**src/inc/reset_ctrl_defines.svh**
```systemverilog
// constants of the chip reset and supply droop controller
// assumes one system clock; included by its bare name
// Behaviour
// - any of pin, watchdog, power-on or droop second stage asserts chip reset
// - reset starts wake timer; release needs pin free, oscillator, count, flash done
// - on release the processor starts fetching at address zero
// - registers hold reset values by the time reset is released, except droop_irq and droop_status, which only resetn clears
// - droop first stage raises an interrupt request toward the interrupt unit
// - first stage interrupt is gated outside; also readable as a status level
// - droop second stage asserts chip reset, blocking flash alteration
// - droop and power-on detectors together hold reset with no gap
`ifndef RESET_CTRL_DEFINES_SVH
`define RESET_CTRL_DEFINES_SVH

// =====================================================
// timing
`define WAKE_CYCLES_DEFAULT 16
`define WAKE_CNT_W          16
`define RELEASE_SYNC_STAGES 2

// =====================================================
// values
`define RESET_VECTOR_ADDR   32'h0000_0000
`define FETCH_ADDR_W        32

`endif

```
**src/inc/reset_ctrl_pkg.sv**
```systemverilog
// types of the chip reset and supply droop controller
// assumes reset_ctrl_defines.svh for numeric constants
package reset_ctrl_pkg;

   // =====================================================
   // sequencer states, one-hot
   typedef enum logic [2:0] {
      ST_HOLD  = 3'b001,
      ST_COUNT = 3'b010,
      ST_RUN   = 3'b100
   } seq_state_e;

   // =====================================================
   // reset requests, all active high
   typedef struct packed {
      logic pin_req;
      logic watchdog_req;
      logic power_on_req;
      logic droop_req;
   } reset_src_s;

endpackage

```
**src/hw/chip_reset_ctrl.sv**
```systemverilog
// chip reset combiner, wake timer and two-stage supply droop handling
// assumes droop, oscillator and flash inputs are synchronous to clk;
// reset request inputs may be asynchronous
`timescale 1ns/100ps
`include "reset_ctrl_defines.svh"
module chip_reset_ctrl
   import reset_ctrl_pkg::*;
#(
   parameter int WAKE_CYCLES = `WAKE_CYCLES_DEFAULT,
   parameter int CNT_W       = `WAKE_CNT_W
) (
   // clock and block reset
   input  wire logic                     clk,
   input  wire logic                     resetn,
   // reset sources
   input  wire logic                     ext_reset_n,
   input  wire logic                     watchdog_reset,
   input  wire logic                     power_on_detect,
   input  wire logic                     droop_stage2,
   // start-up conditions
   input  wire logic                     osc_running,
   input  wire logic                     flash_init_done,
   // supply droop first stage
   input  wire logic                     droop_stage1,
   // chip reset and processor start
   output logic                          chip_reset_n,
   output logic                          cpu_fetch_start,
   output logic [`FETCH_ADDR_W-1:0]      cpu_fetch_addr,
   // toward the interrupt unit and status read
   output logic                          droop_irq,
   output logic                          droop_status
);

   // =====================================================
   // source combination
   reset_src_s src;
   logic       src_any;
   logic       src_released;

   // any single source requests chip reset
   assign src.pin_req      = ~ext_reset_n;
   assign src.watchdog_req = watchdog_reset;
   assign src.power_on_req = power_on_detect;
   assign src.droop_req    = droop_stage2;
   assign src_any          = |src;

   // release of the combined request, brought onto clk
   release_sync #(
      .STAGES    (`RELEASE_SYNC_STAGES)
   ) u_release_sync (
      .clk       (clk),
      .clr_async (src_any),
      .released  (src_released)
   );

   // =====================================================
   // wake-up sequencer
   seq_state_e       state_reg;
   seq_state_e       state_next;
   logic [CNT_W-1:0] wake_cnt_reg;
   logic [CNT_W-1:0] wake_cnt_next;
   logic             count_done;
   logic             release_ok;

   localparam logic [CNT_W-1:0] WAKE_LAST = CNT_W'(WAKE_CYCLES);

   // all four start-up conditions together
   assign count_done = (wake_cnt_reg >= WAKE_LAST);
   assign release_ok = count_done & osc_running & flash_init_done
                       & ext_reset_n;

   // next state
   always_comb
   begin
      state_next = state_reg;
      case (state_reg)
         ST_HOLD:  if (src_released) state_next = ST_COUNT;
         ST_COUNT: if (release_ok) state_next = ST_RUN;
         ST_RUN:   state_next = ST_RUN;
         default:  state_next = ST_HOLD;
      endcase
   end

   // timer counts only with a running oscillator and saturates
   assign wake_cnt_next = (state_reg == ST_COUNT && osc_running && !count_done)
                          ? wake_cnt_reg + CNT_W'(1) : wake_cnt_reg;

   // state and timer cleared at once by any request
   always_ff @(posedge clk or posedge src_any)
   begin
      if (src_any)
      begin
         state_reg    <= ST_HOLD;
         wake_cnt_reg <= '0;
      end
      else if (!resetn)
      begin
         state_reg    <= ST_HOLD;
         wake_cnt_reg <= '0;
      end
      else
      begin
         state_reg    <= state_next;
         wake_cnt_reg <= wake_cnt_next;
      end
   end

   // =====================================================
   // chip reset output and processor start
   logic run_next;
   logic start_next;

   assign run_next   = (state_next == ST_RUN);
   assign start_next = (state_reg == ST_COUNT) && release_ok;

   // reset output falls asynchronously, rises on clk
   always_ff @(posedge clk or posedge src_any)
   begin
      if (src_any)
         chip_reset_n <= 1'b0;
      else if (!resetn)
         chip_reset_n <= 1'b0;
      else
         chip_reset_n <= run_next;
   end

   // fetch pulse and vector at release
   always_ff @(posedge clk or posedge src_any)
   begin
      if (src_any)
      begin
         cpu_fetch_start <= 1'b0;
         cpu_fetch_addr  <= `RESET_VECTOR_ADDR;
      end
      else if (!resetn)
      begin
         cpu_fetch_start <= 1'b0;
         cpu_fetch_addr  <= `RESET_VECTOR_ADDR;
      end
      else
      begin
         cpu_fetch_start <= start_next;
         cpu_fetch_addr  <= `RESET_VECTOR_ADDR;
      end
   end

   // =====================================================
   // droop first stage: level request and status
   always_ff @(posedge clk)
   begin
      if (!resetn)
      begin
         droop_irq    <= 1'b0;
         droop_status <= 1'b0;
      end
      else
      begin
         droop_irq    <= droop_stage1;
         droop_status <= droop_stage1;
      end
   end

   // =====================================================
   // checks
   logic [CNT_W-1:0] held_cnt_reg;

   // cycles spent in wake counting since last release of the request
   always_ff @(posedge clk or posedge src_any)
   begin
      if (src_any)
         held_cnt_reg <= '0;
      else if (!resetn)
         held_cnt_reg <= '0;
      else if (state_reg == ST_COUNT && osc_running && held_cnt_reg != '1)
         held_cnt_reg <= held_cnt_reg + CNT_W'(1);
   end

   property p_any_source_resets;
      @(posedge clk) disable iff (!resetn)
      src_any |-> !chip_reset_n;
   endproperty
   a_any_source_resets: assert property (p_any_source_resets)
      else $error("chip reset not low while a source requests it");

   property p_release_conditions;
      @(posedge clk) disable iff (!resetn)
      $rose(chip_reset_n) |-> $past(osc_running) && $past(flash_init_done)
                              && $past(ext_reset_n);
   endproperty
   a_release_conditions: assert property (p_release_conditions)
      else $error("chip reset released without start-up conditions");

   property p_fetch_at_release;
      @(posedge clk) disable iff (!resetn)
      $rose(chip_reset_n) |-> cpu_fetch_start && cpu_fetch_addr == 32'h0000_0000
                              ##1 !cpu_fetch_start;
   endproperty
   a_fetch_at_release: assert property (p_fetch_at_release)
      else $error("fetch start not a single pulse at address zero on release");

   property p_no_fetch_in_reset;
      @(posedge clk) disable iff (!resetn)
      !chip_reset_n && !$rose(chip_reset_n) |-> !cpu_fetch_start;
   endproperty
   a_no_fetch_in_reset: assert property (p_no_fetch_in_reset)
      else $error("fetch started while chip reset held");

   property p_droop_irq_follows;
      @(posedge clk) disable iff (!resetn)
      droop_stage1 ##1 1'b1 |-> droop_irq && droop_status;
   endproperty
   a_droop_irq_follows: assert property (p_droop_irq_follows)
      else $error("droop request missing one cycle after first stage");

   property p_droop_irq_clears;
      @(posedge clk) disable iff (!resetn)
      $fell(droop_stage1) |=> !droop_irq && !droop_status;
   endproperty
   a_droop_irq_clears: assert property (p_droop_irq_clears)
      else $error("droop request stuck after first stage cleared");

   property p_stage2_holds;
      @(posedge clk) disable iff (!resetn)
      droop_stage2 ##1 droop_stage2 |-> !chip_reset_n;
   endproperty
   a_stage2_holds: assert property (p_stage2_holds)
      else $error("second droop stage did not hold chip reset");

   property p_handover_low;
      @(posedge clk) disable iff (!resetn)
      (droop_stage2 || power_on_detect) [*3] |-> !chip_reset_n [*3];
   endproperty
   a_handover_low: assert property (p_handover_low)
      else $error("chip reset rose during droop to power-on handover");

   property p_sync_release;
      @(posedge clk) disable iff (!resetn)
      $fell(src_any) |-> !chip_reset_n [*3];
   endproperty
   a_sync_release: assert property (p_sync_release)
      else $error("chip reset released before synchronised release");

   property p_wake_count;
      @(posedge clk) disable iff (!resetn)
      $rose(chip_reset_n) |-> $past(held_cnt_reg) >= WAKE_LAST;
   endproperty
   a_wake_count: assert property (p_wake_count)
      else $error("chip reset released before the wake count elapsed");

endmodule

```
**src/hw/release_sync.sv**
```systemverilog
// release synchroniser: clears at once, releases after STAGES clocks
// assumes clr_async is a level that may change at any time
`timescale 1ns/100ps
module release_sync #(
   parameter int STAGES = 2
) (
   // clock and asynchronous clear
   input  wire logic clk,
   input  wire logic clr_async,
   // synchronised release, high when clear has gone away
   output logic      released
);

   logic [STAGES-1:0] chain_reg;

   // shift ones in, cleared immediately by the request
   always_ff @(posedge clk or posedge clr_async)
   begin
      if (clr_async)
         chain_reg <= '0;
      else
         chain_reg <= {chain_reg[STAGES-2:0], 1'b1};
   end

   assign released = chain_reg[STAGES-1];

endmodule

```
**config.mk**
```make
export PLATFORM = sky130hd
export DESIGN_NAME = chip_reset_ctrl
export DESIGN_NICKNAME = d
export VERILOG_FILES = /design/src/inc/reset_ctrl_pkg.sv /design/src/hw/chip_reset_ctrl.sv /design/src/hw/release_sync.sv
export VERILOG_INCLUDE_DIRS = /design/src /design/src/inc
export SDC_FILE = /design/constraint.sdc
export NUM_CORES = 1
export LEC_CHECK = 0
export BUFFER_PORTS_ARGS = -buffer_cell sky130_fd_sc_hd__buf_4
export CAP_MARGIN = 10
export CORE_MARGIN = 1
export CORE_UTILIZATION = 54
export CTS_BUF_LIST = sky130_fd_sc_hd__clkbuf_4
export DETAILED_ROUTE_END_ITERATION = 8
export GPL_TIMING_DRIVEN = 0
export HOLD_SLACK_MARGIN = 0.1
export PLACE_DENSITY = 0.91
export SYNTH_ARGS = -nofsm -noshare
export SYNTH_HDL_FRONTEND = slang
export SYNTH_SLANG_ARGS = --single-unit
```
**constraint.sdc**
```tcl
create_clock -name clk -period 9.8 [get_ports clk]
set_clock_uncertainty 0.2 [all_clocks]
set_input_delay 2.94 -clock clk [delete_from_list [all_inputs] [get_ports clk]]
set_output_delay 2.94 -clock clk [all_outputs]
set_load 0.01 [all_outputs]
```
# [After elaboration in Yosys (flattened, before gate mapping)]
# Cells that the tools add are included.
[op_classes] n_reduce_logical=5 mux=8 n_eq_ne=5 n_addsub=1 magnitude_cmp=1 bitwise=4
[ops] cell="two-way mux 16 bit" n=2
[ops] cell="adder 16 x 1 -> 16 bit, second input constant" n=1
[ops] cell=">= comparator 16 x 5 -> 1 bit, second input constant" n=1
[ops] cell="two-way mux 3 bit" n=3
[ops] cell="case mux 3 bit (3 select lines)" n=1
[ops] cell="== test 3 bit, second input constant" n=2
[ops] cell="OR reduction 4 bit" n=1
[ops] cell="bitwise AND 1 bit" n=3
[ops] cell="== test 3 x 1 -> 1 bit, second input constant" n=1
[ops] cell="== test 3 x 2 -> 1 bit, second input constant" n=1
[ops] cell="logical AND 1 bit" n=3
[ops] cell="two-way mux 1 bit" n=2
[ops] cell="!= test 2 x 1 -> 1 bit, second input constant" n=1
[ops] cell="logical NOT 1 bit" n=1
[ops] cell="NOT 1 bit" n=1
[totals] in_bits=9 elab_cells=30 reg_bits=24

# [Logic depth before layout (Yosys ltp)]
[logic_depth] word_depth=8 mapped_depth=4

# [Hierarchy]
# A second synthesis with hierarchy kept.
[unflattened] hier_cells=115 area_unflattened_um2=1226.2
[modules_own_cells] mod="chip_reset_ctrl" cells_per_inst=111 n_inst=1 area_per_inst_um2=1168.6
[modules_own_cells] mod="release_sync" cells_per_inst=4 n_inst=1 area_per_inst_um2=57.6

# [Worst setup path after synthesis]
# OpenSTA, ideal clock, no wires.
[synth_path] path_type="input port to flip-flop" startpoint="input port resetn" endpoint="register state_reg[1]" t_arrival_ps=3864 n_path_buf=0 setup_time_ps=78 slack_ps=5658 cell_stages=4 required_time_ps=9522 path_cell_list="inv_1 -> or4b_2 -> inv_1 -> o2bb2ai_1"
[synth_between] elab_chain_len=1
[synth_rtl] item="from (decl)" line_no="chip_reset_ctrl.sv:14" text="input wire logic resetn,"
[synth_rtl] item="two-way mux 3 bit" line_no="chip_reset_ctrl.sv:96" text="else if (!resetn)"
[synth_rtl] item="to (signal assigned)" line_no="chip_reset_ctrl.sv:103" text="state_reg <= state_next;"
[synth_rtl] item="to (decl)" line_no="chip_reset_ctrl.sv:58" text="seq_state_e state_reg;"
# No other way between the ends.
# A chain may end at the register's enable or synchronous reset.

# [Final worst setup path]
[layout_path] startpoint="register droop_status" endpoint="output port droop_status"
[layout_rtl] item="from (decl)" line_no="chip_reset_ctrl.sv:31" text="output logic droop_status"
[layout_rtl] item="from (signal assigned)" line_no="chip_reset_ctrl.sv:159" text="droop_status <= droop_stage1;"
# No word-level cell between the ends.

==> flow_summary.yaml <==
grt:
  grt_max_degree: 14
  grt_pass1_vias: 818
  antenna_found_initial: 0
  gr-total-overflow: 0
  track_usage: 0.1866
  grt_pass1_wl_um: 3429
layout:
  largest_register_ffs: 16
  layout.nets: 174
  final_area_um2: 1513
  num_antenna_cells: 0
  area_growth_pct: 24.25
  drive_gt1_frac: 0.3765
routing:
  dr_total_vias: 818
  dr.pass1.iters: 4
  viasPerCell: 4.328
  drc_errors: 0
  wire_per_inst_um: 10.53
  ant_nets: 0
  wl_um: 1991
  drtIter0Drc: 7
yosys:
  avgSynthCellArea_um2: 10.77
  synth_compound_area_frac: 0.04214
  synth_area_um2: 1217
  syn_inst: 113
  ys_seq_elements: 24
  yosysSeqAreaShare: 0.4902
  synthXorXnorAreaFrac: 0.007194
  synth-simple-area-share: 0.1942
  synth_top_family_by_area: "buffers and inverters"
  synthMuxAreaShare: 0.01747
  ys_types: 28
  synth_warnings: 0
  synthAdderAreaFrac: 0.02055
critical_path:
  crit_top_cell: "buf_4"
  crit_path_start_kind: "register"
  timing.rr.start: "wake_cnt_reg[10]"
  critPathArrivalTime_ps: 900
  r2r_end: "wake_cnt_reg[3]"
  critPathMaxFanout: 2
  critPathKind: "register to output port"
  reg2reg_depth: 4
  cp.required_ps: 6660
  slowest_delay_ps: 340
  cp-end-kind: "output port"
  crit_family: "flip-flops"
  r2r_slack_ps: 7980
  cpMaxStageDelayCell: "dfxtp_1"
  path_buf_inv: 2
  crit_chain: "buf_4, buf_4"
sta:
  setup_tns_ps: 0
  fmax_mhz: 247.8
  fin_crit_ps: 4035
  worst_slew_pin_slew_ps: 908.6
  hold_violations: 0
  finalMaxSlewViolations: 0
  rsz0062_at_grt: "false"
  relSlewSlack: 0.3927
  setup_viol: 0
  post-route-period-util: 0.4118
clocking:
  clock_sinks: 24
  cts_buffers: 3
  tritoncts: "yes"
  clk_latency_ps: 300
  holdBufCountCts: 0
  htree_levels: 1
  cts_setup_buffers: 0
  cts_resized: 0
  cts_root_buffer: "clkbuf_4"
  clk_path_buf_depth: 2
  clk_pin_slew_ps: 120
worst_hold_path:
  hp-class: "register to register"
  min_to: "u_release_sync.chain_reg[1]"
  holdCritStartpoint: "u_release_sync.chain_reg[0]"
  hold_depth: 0
die:
  start_util: 0.5962
  dieArea_um2: 2448
  core_area_um2: 2042
  io_pins: 45
  num_rows: 16
  die_w_um: 49.48
  die_h_um: 49.48
power_and_ir_drop:
  ir_drop_mv: 0.1155
  power_density_nw_per_um2: 113.7
  p_leak_nw: 0.8337
flow_run:
  cap_viol_max_count: 0
placed_design:
  gp_congestion: 0.7300
  placed_cell_area_um2: 1483
  port_buffers: 12
  place_hpwl_um: 1603
outcome:
  status: "finished, final reports clean"
## layer usage
layer	up-vias	wire length, um	global-route usage
met5	-	0	0
met4	0	34	0.07143
met3	4	113	0.03086
met2	31	1050	0.3562
met1	380	793	0.2033
li1	403	-	-
## synthesized netlist by cell type
cell type | instances | area share
and4bb_2 | 1 | 0.010
nand4_1 | 1 | 0.0051
dfstp_2 | 1 | 0.022
nand4_2 | 1 | 0.010
inv_1 | 5 | 0.015
clkbuf_1 | 1 | 0.0031
a21oi_1 | 2 | 0.0082
nor4_2 | 3 | 0.031
or3_1 | 3 | 0.015
o21ai_0 | 5 | 0.021
o2bb2ai_1 | 1 | 0.0072
mux2i_1 | 1 | 0.0082
o21a_1 | 1 | 0.0062
xnor2_1 | 1 | 0.0072
nor3b_1 | 1 | 0.0062
conb_1 | 2 | 0.0062
mux2_2 | 1 | 0.0092
ha_1 | 2 | 0.021
nor3_1 | 1 | 0.0041
nor4b_1 | 1 | 0.0072
or4b_2 | 2 | 0.016
dfxtp_1 | 1 | 0.016
and2_1 | 12 | 0.062
nand3_1 | 2 | 0.0082
dfrtp_1 | 22 | 0.45
nor2_1 | 4 | 0.012
nand2_1 | 2 | 0.0062
buf_4 | 33 | 0.20
## cells in the final DEF, fill, tap and decap left out, types with 3 or more instances in the layout
| cell | instances |
|---|---|
| and2_1 | 12 |
| o21ai_0 | 5 |
| buf_4 | 46 |
| dfrtp_1 | 22 |
| inv_1 | 5 |
| clkbuf_4 | 4 |
| conb_1 | 33 |
| or3_1 | 3 |
| nor4_2 | 3 |
| nor2_1 | 4 |
## cell type report
cell class	instances	area [um^2]
buffer	34	251.5
multi-input combinational	81	473.0
tap	27	33.78
clock buffer	4	30.03
timing repair buffer	14	108.9
inverter	5	18.77
fill	166	529.3
sequential	24	596.8
## power by group
| part | internal, W | switching [W] | leakage [nW] |
|---|---|---|---|
| clock | 0.0000186 | 0.0000272 | 0.0184 |
| sequential | 0.000101 | 0.00000125 | 0.318 |
| combinational | 0.0000129 | 0.0000114 | 0.497 |
## worst max-delay path by stage
stage | startpoint | endpoint | slack [ps] | depth (start not counted)
floorplan | power_on_detect | chip_reset_n | 3310 | 1
global route | watchdog_reset | wake_cnt_reg[12] | 5700 | 4
finish | droop_status | droop_status | 5760 | 2
detailed placement | watchdog_reset | wake_cnt_reg[0] | 5460 | 4
global placement | droop_stage2 | wake_cnt_reg[0] | 2230 | 2
CTS | droop_status | droop_status | 5760 | 2
## per-stage QoR
step / instances / util / hold slack, ps / setup slack (ps) / power (W)
6_report: 189 / 0.7408 / 173.5 / 5765 / 0.0001719
5_1_grt: 189 / 0.7408 / 184.8 / 5703 / 0.0001791
4_1_cts: 189 / 0.7408 / 170.5 / 5759 / 0.0001727
3_5_place_dp: 185 / 0.7261 / 142.7 / 5455 / 0.0001272
3_3_place_gp: 183 / 0.7138 / 133.0 / 2230 / 0.0001261
2_1_floorplan: 144 / - / 131.2 / 3315 / 0.0001220
## cells by family (layout without fill, tap and decap cells)
kind of cell,count (synthesis),count (layout)
xor gates and xnor gates,1,1
and+or+nand+nor,34,34
muxes,2,2
DFF,24,24
buffers and inverters,39,57
AOI/OAI and AO/OA,9,9
other,2,33
adders and majority gates,2,2
Note: power is estimated with default switching activity, not from simulation.
